**src/rtl/rat_pkg.sv**
```systemverilog
package rat_pkg;
  // Block shape
  localparam int NUM_ALARMS = 3;
  localparam int TW = 32;
  localparam int ADDR_W = 6;
  // Clock rates, timer tick derived from them
  localparam int SYS_CLK_HZ = 250_000_000;
  localparam int TICK_HZ = 32768;
  localparam int TICK_DIV = SYS_CLK_HZ / TICK_HZ;
  // Register byte offsets
  localparam logic [ADDR_W-1:0] OFS_CTRL = 6'h00;
  localparam logic [ADDR_W-1:0] OFS_STATUS = 6'h04;
  localparam logic [ADDR_W-1:0] OFS_SETVAL = 6'h08;
  localparam logic [ADDR_W-1:0] OFS_CAPT = 6'h0c;
  localparam logic [ADDR_W-1:0] OFS_ALARM0 = 6'h10;
  localparam logic [ADDR_W-1:0] OFS_ALARM1 = 6'h14;
  localparam logic [ADDR_W-1:0] OFS_ALARM2 = 6'h18;
  localparam logic [ADDR_W-1:0] OFS_ROUTE = 6'h1c;
  localparam logic [ADDR_W-1:0] OFS_IRQ_STAT = 6'h20;
  localparam logic [ADDR_W-1:0] OFS_IRQ_MASK = 6'h24;
  // Control field positions
  localparam int CTRL_RUN = 0;
  localparam int CTRL_AUTO = 1;
  localparam int CTRL_AEN_LSB = 2;
  localparam int CTRL_SET = 5;
  localparam int CTRL_CAPT = 6;
  // Status field positions
  localparam int ST_FLAG_LSB = 0;
  localparam int ST_BUSY = 3;
  // Routing field positions, one bit per alarm in each group
  localparam int ROUTE_RST_LSB = 0;
  localparam int ROUTE_WAKE_LSB = 3;
  localparam int ROUTE_IRQ_LSB = 6;
  localparam int ROUTE_W = 9;
  // Interrupt status: alarms in bits 0..2, transfer done in bit 3
  localparam int IRQ_XFER = 3;
  localparam int IRQ_W = 4;
  // Timer reset value, maximum and increment
  localparam logic [TW-1:0] TIMER_RST = 32'h0000_0000;
  localparam logic [TW-1:0] TIMER_MAX = 32'hffff_ffff;
  localparam logic [TW-1:0] TIMER_ONE = 32'h0000_0001;
endpackage

```
**src/rtl/rat_cmp_if.sv**
```systemverilog
`timescale 1ns/10ps
interface rat_cmp_if;
  import rat_pkg::*;
  logic [TW-1:0] timer;
  logic [NUM_ALARMS-1:0][TW-1:0] match;
  logic [NUM_ALARMS-1:0] en;
  logic [NUM_ALARMS-1:0] ev;
  modport core (output timer, output match, output en, input ev);
  modport cmp (input timer, input match, input en, output ev);
endinterface

```
**src/rtl/rat_timer_top.sv**
```systemverilog
`timescale 1ns/10ps
module rat_timer_top
  import rat_pkg::*;
#(
  parameter int TICK_CYCLES = TICK_DIV
) (
  input wire logic i_sys_clk,
  input wire logic i_rst,
  input wire logic [ADDR_W-1:0] i_avs_address,
  input wire logic i_avs_read,
  input wire logic i_avs_write,
  input wire logic [31:0] i_avs_writedata,
  output logic [31:0] o_avs_readdata,
  output logic o_avs_waitrequest,
  output logic o_sys_reset_req,
  output logic o_wake_req,
  output logic o_irq
);
  localparam int DIV_W = $clog2(TICK_CYCLES + 1);
  localparam logic [DIV_W-1:0] DIV_LAST = DIV_W'(TICK_CYCLES - 1);

  rat_cmp_if cif ();

  logic resp_ff, nxt_resp;
  logic [31:0] rdata_ff, nxt_rdata;
  logic run_ff, nxt_run;
  logic auto_ff, nxt_auto;
  logic [NUM_ALARMS-1:0] aen_ff, nxt_aen;
  logic [TW-1:0] setval_ff, nxt_setval;
  logic [TW-1:0] capt_ff, nxt_capt;
  logic [NUM_ALARMS-1:0][TW-1:0] alarm_ff, nxt_alarm;
  logic [ROUTE_W-1:0] route_ff, nxt_route;
  logic [IRQ_W-1:0] istat_ff, nxt_istat;
  logic [IRQ_W-1:0] imask_ff, nxt_imask;
  logic set_pend_ff, nxt_set_pend;
  logic capt_pend_ff, nxt_capt_pend;
  logic auto_pend_ff, nxt_auto_pend;
  logic [TW-1:0] timer_ff, nxt_timer;
  logic [NUM_ALARMS-1:0] flag_ff, nxt_flag;
  logic [DIV_W-1:0] div_ff, nxt_div;
  logic tick_ff, nxt_tick;
  logic busy;
  logic acc;
  logic wr_ok;
  logic [NUM_ALARMS-1:0] route_rst, route_wake, route_irq;

  // Comparator sees live timer and registered match values
  assign cif.timer = timer_ff;
  assign cif.match = alarm_ff;
  assign cif.en = aen_ff;

  rat_alarm_cmp u_cmp (
    .i_sys_clk (i_sys_clk),
    .i_rst (i_rst),
    .cmp (cif.cmp)
  );

  assign busy = set_pend_ff | capt_pend_ff;
  assign route_rst = route_ff[ROUTE_RST_LSB +: NUM_ALARMS];
  assign route_wake = route_ff[ROUTE_WAKE_LSB +: NUM_ALARMS];
  assign route_irq = route_ff[ROUTE_IRQ_LSB +: NUM_ALARMS];

  // Bus handshake: every access waits exactly one cycle, then completes
  assign acc = i_avs_read | i_avs_write;
  assign o_avs_waitrequest = acc & ~resp_ff;
  assign wr_ok = i_avs_write & resp_ff;
  assign o_avs_readdata = rdata_ff;

  // Event routing; flags are levels so requests hold until software disables
  assign o_sys_reset_req = |(flag_ff & route_rst);
  assign o_wake_req = |(flag_ff & route_wake);
  assign o_irq = |(istat_ff & imask_ff);

  // Tick divider: the slow timer rate as a one-cycle enable
  always_comb begin
    nxt_div = div_ff + DIV_W'(1);
    nxt_tick = 1'b0;
    if (div_ff == DIV_LAST) begin
      nxt_div = '0;
      nxt_tick = 1'b1;
    end
  end

  // Bus answer and read data, captured in the first access cycle
  always_comb begin
    nxt_resp = acc & ~resp_ff;
    nxt_rdata = rdata_ff;
    if (i_avs_read && !resp_ff) begin
      nxt_rdata = 32'h0000_0000;
      case (i_avs_address)
        OFS_CTRL: begin
          nxt_rdata[CTRL_RUN] = run_ff;
          nxt_rdata[CTRL_AUTO] = auto_ff;
          nxt_rdata[CTRL_AEN_LSB +: NUM_ALARMS] = aen_ff;
        end
        OFS_STATUS: begin
          nxt_rdata[ST_FLAG_LSB +: NUM_ALARMS] = flag_ff;
          nxt_rdata[ST_BUSY] = busy;
        end
        OFS_SETVAL: nxt_rdata = setval_ff;
        OFS_CAPT: nxt_rdata = capt_ff;
        OFS_ALARM0: nxt_rdata = alarm_ff[0];
        OFS_ALARM1: nxt_rdata = alarm_ff[1];
        OFS_ALARM2: nxt_rdata = alarm_ff[2];
        OFS_ROUTE: nxt_rdata[ROUTE_W-1:0] = route_ff;
        OFS_IRQ_STAT: nxt_rdata[IRQ_W-1:0] = istat_ff;
        OFS_IRQ_MASK: nxt_rdata[IRQ_W-1:0] = imask_ff;
        default: nxt_rdata = 32'h0000_0000;
      endcase
    end
  end

  // Timer, transfers, alarm flags and configuration
  always_comb begin
    nxt_run = run_ff;
    nxt_auto = auto_ff;
    nxt_aen = aen_ff;
    nxt_setval = setval_ff;
    nxt_capt = capt_ff;
    nxt_alarm = alarm_ff;
    nxt_route = route_ff;
    nxt_istat = istat_ff;
    nxt_imask = imask_ff;
    nxt_set_pend = set_pend_ff;
    nxt_capt_pend = capt_pend_ff;
    nxt_auto_pend = auto_pend_ff;
    nxt_timer = timer_ff;
    // Timer advances on the tick only while running
    if (tick_ff && run_ff) begin
      if (set_pend_ff) begin
        nxt_timer = setval_ff;
        nxt_set_pend = 1'b0;
      end else if (auto_pend_ff) begin
        nxt_timer = TIMER_RST;
      end else begin
        nxt_timer = timer_ff + TIMER_ONE;
      end
      nxt_auto_pend = 1'b0;
      if (capt_pend_ff) begin
        nxt_capt = timer_ff;
        nxt_capt_pend = 1'b0;
      end
    end
    // Only alarm 0 arms the auto reset for the next tick
    if (cif.ev[0] && auto_ff) begin
      nxt_auto_pend = 1'b1;
    end
    // Register writes; interrupt clear comes before the sets below
    if (wr_ok) begin
      case (i_avs_address)
        OFS_CTRL: begin
          nxt_run = i_avs_writedata[CTRL_RUN];
          nxt_auto = i_avs_writedata[CTRL_AUTO];
          nxt_aen = i_avs_writedata[CTRL_AEN_LSB +: NUM_ALARMS];
          nxt_set_pend = nxt_set_pend | i_avs_writedata[CTRL_SET];
          nxt_capt_pend = nxt_capt_pend | i_avs_writedata[CTRL_CAPT];
        end
        OFS_SETVAL: nxt_setval = i_avs_writedata;
        OFS_ALARM0: nxt_alarm[0] = i_avs_writedata;
        OFS_ALARM1: nxt_alarm[1] = i_avs_writedata;
        OFS_ALARM2: nxt_alarm[2] = i_avs_writedata;
        OFS_ROUTE: nxt_route = i_avs_writedata[ROUTE_W-1:0];
        OFS_IRQ_STAT: nxt_istat = istat_ff & ~i_avs_writedata[IRQ_W-1:0];
        OFS_IRQ_MASK: nxt_imask = i_avs_writedata[IRQ_W-1:0];
        default: nxt_run = run_ff;
      endcase
    end
    // A stopped timer cannot take a transfer, so pending ones are dropped
    if (!nxt_run) begin
      nxt_set_pend = 1'b0;
      nxt_capt_pend = 1'b0;
    end
    // Flag holds while enabled; disabling clears it
    nxt_flag = (flag_ff | cif.ev) & nxt_aen;
    // Sticky interrupt sources; set wins over a same-cycle clear
    nxt_istat[NUM_ALARMS-1:0] = nxt_istat[NUM_ALARMS-1:0] | (cif.ev & route_irq);
    if (tick_ff && run_ff && busy) begin
      nxt_istat[IRQ_XFER] = 1'b1;
    end
  end

  always_ff @(posedge i_sys_clk) begin
    if (i_rst) begin
      resp_ff <= 1'b0;
      rdata_ff <= 32'h0000_0000;
      div_ff <= '0;
      tick_ff <= 1'b0;
      run_ff <= 1'b0;
      auto_ff <= 1'b0;
      aen_ff <= '0;
      setval_ff <= TIMER_RST;
      capt_ff <= TIMER_RST;
      alarm_ff <= '0;
      route_ff <= '0;
      istat_ff <= '0;
      imask_ff <= '0;
      set_pend_ff <= 1'b0;
      capt_pend_ff <= 1'b0;
      auto_pend_ff <= 1'b0;
      timer_ff <= TIMER_RST;
      flag_ff <= '0;
    end else begin
      resp_ff <= nxt_resp;
      rdata_ff <= nxt_rdata;
      div_ff <= nxt_div;
      tick_ff <= nxt_tick;
      run_ff <= nxt_run;
      auto_ff <= nxt_auto;
      aen_ff <= nxt_aen;
      setval_ff <= nxt_setval;
      capt_ff <= nxt_capt;
      alarm_ff <= nxt_alarm;
      route_ff <= nxt_route;
      istat_ff <= nxt_istat;
      imask_ff <= nxt_imask;
      set_pend_ff <= nxt_set_pend;
      capt_pend_ff <= nxt_capt_pend;
      auto_pend_ff <= nxt_auto_pend;
      timer_ff <= nxt_timer;
      flag_ff <= nxt_flag;
    end
  end

  // Ticks seen while a transfer waits, checked against its bound
  logic [2:0] pend_ticks_ff, nxt_pend_ticks;
  always_comb begin
    nxt_pend_ticks = pend_ticks_ff;
    if (!busy) begin
      nxt_pend_ticks = 3'h0;
    end else if (tick_ff && pend_ticks_ff != 3'h7) begin
      nxt_pend_ticks = pend_ticks_ff + 3'h1; // Saturates, so a stuck transfer stays visible
    end
  end

  // Tick counter register only
  always_ff @(posedge i_sys_clk) begin
    if (i_rst) begin
      pend_ticks_ff <= 3'h0;
    end else begin
      pend_ticks_ff <= nxt_pend_ticks;
    end
  end
endmodule

```
**src/rtl/rat_alarm_cmp.sv**
```systemverilog
`timescale 1ns/10ps
module rat_alarm_cmp
  import rat_pkg::*;
(
  input wire logic i_sys_clk,
  input wire logic i_rst,
  rat_cmp_if.cmp cmp
);
  logic [NUM_ALARMS-1:0] match_now;
  logic [NUM_ALARMS-1:0] match_q_ff;
  logic [NUM_ALARMS-1:0] nxt_match_q;

  // Full-width equality per alarm; only the rising edge is an event
  genvar g;
  generate
    for (g = 0; g < NUM_ALARMS; g++) begin : g_cmp
      assign match_now[g] = (cmp.timer == cmp.match[g]);
      // Edge, not level: re-enabling on a standing match waits for the wrap
      assign cmp.ev[g] = cmp.en[g] & match_now[g] & ~match_q_ff[g];
    end
  endgenerate

  // Previous match state
  always_comb begin
    nxt_match_q = match_now;
  end

  always_ff @(posedge i_sys_clk) begin
    if (i_rst) begin
      match_q_ff <= '0;
    end else begin
      match_q_ff <= nxt_match_q;
    end
  end
endmodule

```
**config.mk**
```make
export PLATFORM = sky130hd
export DESIGN_NAME = rat_timer_top
export DESIGN_NICKNAME = d
export VERILOG_FILES = /design/src/rtl/rat_pkg.sv /design/src/rtl/rat_cmp_if.sv /design/src/rtl/rat_timer_top.sv /design/src/rtl/rat_alarm_cmp.sv
export SDC_FILE = /design/constraint.sdc
export NUM_CORES = 1
export LEC_CHECK = 0
export BUFFER_PORTS_ARGS = -buffer_cell sky130_fd_sc_hd__buf_2
export CAP_MARGIN = 20
export CORE_AREA = 5 5 195 234
export DETAILED_ROUTE_END_ITERATION = 6
export DIE_AREA = 0 0 200 239
export SYNTH_ARGS = -nofsm -noshare
export SYNTH_HDL_FRONTEND = slang
export SYNTH_HIERARCHICAL = 1
export SYNTH_SLANG_ARGS = --single-unit
```
**constraint.sdc**
```tcl
create_clock -name i_sys_clk -period 2.12 [get_ports i_sys_clk]
set_input_delay 0.106 -clock i_sys_clk [delete_from_list [all_inputs] [get_ports i_sys_clk]]
set_output_delay 0.106 -clock i_sys_clk [all_outputs]
set_load 0.05 [all_outputs]
```
==> impl_metrics.csv <==
group,metric,value,unit
logic_synthesis,synth-edff-count,0,
sta,whs,27.2,ps
setup_path,cpPeakStageDelay,410,ps
sta,worst_pin_slew,945,ps
clock_tree,cts_buffer_depth,3,
route,dr.pass1.iters,6,
route,remaining_drc_errors,0,
layout,area_delta_synth_final,22.9,%
floorplan,row_count,84,
route,first_iter_violations,1131,
setup_path,cp-end-kind,"register",
logic_synthesis,netlist_area,0.0128,mm²
outcome,status,"finished, final reports clean",
setup_path,start_kind,"register",
grt,grt_max_degree,86,
grt,overflow,0,
placement,placed_area,0.0143,mm²
layout,utilization,0.362,
setup_path,critPathTopFamily,"simple AND/OR/NAND/NOR gates",
setup_path,reg2reg_slack,20,ps
setup_path,critPathMaxFanout,9,
grt,use_met3,0.0200,
setup_path,path_cells,"buf_4, xor2_1, nor4_1, nand4_1, nor4b_2, buf_4, nand2_1, a21oi_1",
clock_tree,htreeDepth,1,
setup_path,r2r-end,"istat_ff[1]",
clock_tree,clockRootBuffer,"clkbuf_16",
grt,grt_util_met1,0.253,
setup_path,path_class,"register to register",
placement,io_buffers,77,
floorplan,die-area,0.0478,mm²
logic_synthesis,syn_area_per_cell,8.04,µm²
sta,setup_viol,0,
placement,dp_hpwl,35000,µm
layout,design_area,0.0157,mm²
logic_synthesis,synthArstFlopShare,0,
clock_tree,clk_pin_slew,60,ps
pwr,p_leak,0.00610,µW
floorplan,fp.dieW,200,µm
pwr,vdd_drop_max,708,µV
grt,grt_pass1_wl,73800,µm
logic_synthesis,ys.flop_type,"dfxtp_1",
route,wl,48300,µm
grt,antenna_found_initial,1,
clock_tree,insertion_delay,570,ps
clock_tree,cts_sinks,270,
logic_synthesis,synth_cells,1587,
layout,drive_above_1_share,0.161,
placement,globalplace.congestion,1.04,
setup_path,regToRegStartpoint,"cif.timer[0]",
floorplan,start_util,0.295,
worst_hold_path,min_to,"o_avs_readdata[2]",
setup_path,worst_ep_required_time,2620,ps
setup_path,path_common_cell,"buf_4",
sta,timing.final.hold_violations,0,
layout,final_cells,2297,
sta,rsz0062_at_grt,"false",
sta,fin_crit_sh,0.990,
logic_synthesis,yosys_warnings,6,
sta,fin_crit,2100,ps
sta,clock.fmax,0.476,GHz
logic_synthesis,synth_nets,1632,
setup_path,cp.arrival,2600,ps
route,antenna_left,0,
route,avgViaCountPerCell,5.39,
worst_hold_path,hold_start,"i_avs_address[0]",
sta,maxSlewViolCount,0,
grt,met2_usage,0.340,
sta,slew_headroom,0.370,
floorplan,die_y,239,µm
clock_tree,cts_tree,"built",
grt,global_route.usage.total,0.198,
grt,top_usage_layer,"met2",
worst_hold_path,whs_path_depth,4,
worst_hold_path,hold_path.class,"input pin to register",
pwr,p_per_area,721,mW/mm²
setup_path,rr_worst_depth,8,
setup_path,slowest_stage,"nor4_1",
flow_run,maxCapViolCount,0,
route,vias,12400,
layout,nFillCells,4501,
floorplan,ios,78,
logic_synthesis,ys_seq_area_frac,0.423,
setup_path,cp.buffers_inverters,2,
placement,place_inst,2207,
route,wire_per_inst,21.0,µm
sta,skew,10.7,ps
grt,grt_pass1_vias,12100,
clock_tree,cts_buffers,30,
layout,layout.nets,1760,
logic_synthesis,synth_seq_cells,270,
floorplan,core-area,0.0433,mm²
logic_synthesis,ys_types,61,
-- routing by layer --
layer,routed length [µm],vias to the layer above,part of all wire
met3,2450,104,0.051
met1,20000,6026,0.41
met2,24000,438,0.50
met5,0,-,0
met4,1940,0,0.040
li1,-,5814,-
-- worst max path at each step --
stage                       start  cells after the start       endpoint  slack, ps
finish               cif.timer[0]                      8    istat_ff[1]         20
global route         cif.timer[0]                      8    istat_ff[1]         10
CTS                 cif.timer[21]                      7    istat_ff[1]          1
detailed placement  cif.timer[17]                      7  cif.timer[27]       -180
global placement    cif.timer[17]                      7  cif.timer[27]       -200
floorplan            cif.timer[0]                      6  cif.timer[28]         70
-- kinds of logic (layout without fill, tap and decap cells) --
kind of cell / after synthesis / in the layout / share of synthesized area
AO/OA/AOI/OAI: 393 / 393 / 0.183
XOR/XNOR: 107 / 107 / 0.0734
other: 0 / 1 / 0
buffers and inverters: 133 / 283 / 0.0432
multiplexers: 61 / 61 / 0.0566
AND/OR/NAND/NOR: 620 / 620 / 0.218
flip-flops: 270 / 270 / 0.423
adder cells (fa/ha/maj): 3 / 3 / 0.00294
-- synth_stat cells (all sizes together) (2+ instances only) --
cell type | n | area (µm²)
a21oi | 218 | 1090
a221oi | 2 | 17.5
a222oi | 29 | 290
a22oi | 12 | 90.1
a2bb2oi | 5 | 43.8
a31o | 2 | 17.5
a31oi | 4 | 25.0
a32o | 8 | 80.1
and2 | 4 | 25.0
and3 | 12 | 75.1
and4 | 2 | 17.5
buf | 32 | 173
clkbuf | 82 | 308
dfxtp | 270 | 5410
ha | 3 | 37.5
inv | 19 | 71.3
mux2i | 52 | 521
mux4 | 9 | 203
nand2 | 409 | 1540
nand2b | 6 | 37.5
nand3 | 20 | 105
nand4 | 28 | 190
nor2 | 65 | 251
nor2b | 2 | 12.5
nor3 | 18 | 105
nor4 | 36 | 253
nor4b | 7 | 95.1
o211ai | 3 | 22.5
o21a | 3 | 22.5
o21ai | 80 | 400
o22ai | 5 | 31.3
o2bb2ai | 3 | 26.3
o311ai | 3 | 41.3
o31ai | 4 | 30.0
o32ai | 2 | 17.5
o41ai | 3 | 26.3
or2 | 4 | 25.0
or3 | 5 | 31.3
or4 | 2 | 18.8
xnor2 | 2 | 17.5
xor2 | 105 | 920
-- through the flow --
stage,setup TNS (ps),setup WS (ps),total power (µW)
2_1_floorplan,0,72.0,5750
3_3_place_gp,-635,-198,6070
3_5_place_dp,-639,-177,6080
4_1_cts,0,1.24,11400
5_1_grt,0,13.7,11700
6_report,0,21.2,11300
-- flip-flops by register name, indices dropped and copies added, names as in the netlist --
register,flops
imask_ff,4
alarm_ff,96
run_ff,1
istat_ff,4
o_avs_readdata,32
capt_pend_ff,1
div_ff,13
resp_ff,1
flag_ff,3
capt_ff,32
setval_ff,32
auto_ff,1
cif.timer,32
set_pend_ff,1
aen_ff,3
u_cmp/match_q_ff,3
route_ff,9
auto_pend_ff,1
tick_ff,1
-- final cells by class --
cell class / count / area [µm²] / area share
Tap cell: 559 / 699 / 0.0446
Clock inverter: 13 / 129 / 0.00821
Timing Repair Buffer: 210 / 1600 / 0.102
Clock buffer: 41 / 863 / 0.0550
Sequential cell: 270 / 5420 / 0.345
Multi-Input combinational cell: 1184 / 6910 / 0.440
Inverter: 19 / 71.3 / 0.00455
Antenna cell: 1 / 2.50 / 0.000159
-- cell usage in the layout, fill, tap and decap left out, types with 29 or more instances in the layout --
| cell type | count |
|---|---|
| a21oi_1 | 218 |
| a222oi_1 | 29 |
| buf_2 | 76 |
| buf_4 | 89 |
| clkbuf_16 | 31 |
| dfxtp_1 | 259 |
| dlygate4sd3_1 | 34 |
| mux2i_1 | 52 |
| nand2_1 | 409 |
| nor2_1 | 61 |
| o21ai_0 | 80 |
| xor2_1 | 105 |
-- report_power, final --
part / total [µW] / leakage (µW) / internal, µW / switching, µW
Clock: 5290 / 0.000480 / 3080 / 2210
Sequential: 5210 / 0.00219 / 5140 / 68.9
Combinational: 814 / 0.00343 / 257 / 557
Total: 11300 / 0.00610 / 8480 / 2840
-- worst min-delay path, stage by stage --
cell      delay [ps]
buf_2            160
nor4b_2          100
a21oi_1          120
a211oi_1          60
-- timing repair --
action                                 CTS  global route
resized for setup                        7            12
buffers inserted                         0             1
setup endpoints to repair               11            15
hold buffers                            34             0
endpoints found under the hold margin  155             0
pin swaps                                0             4
Note: power is estimated with default switching activity, not from simulation.
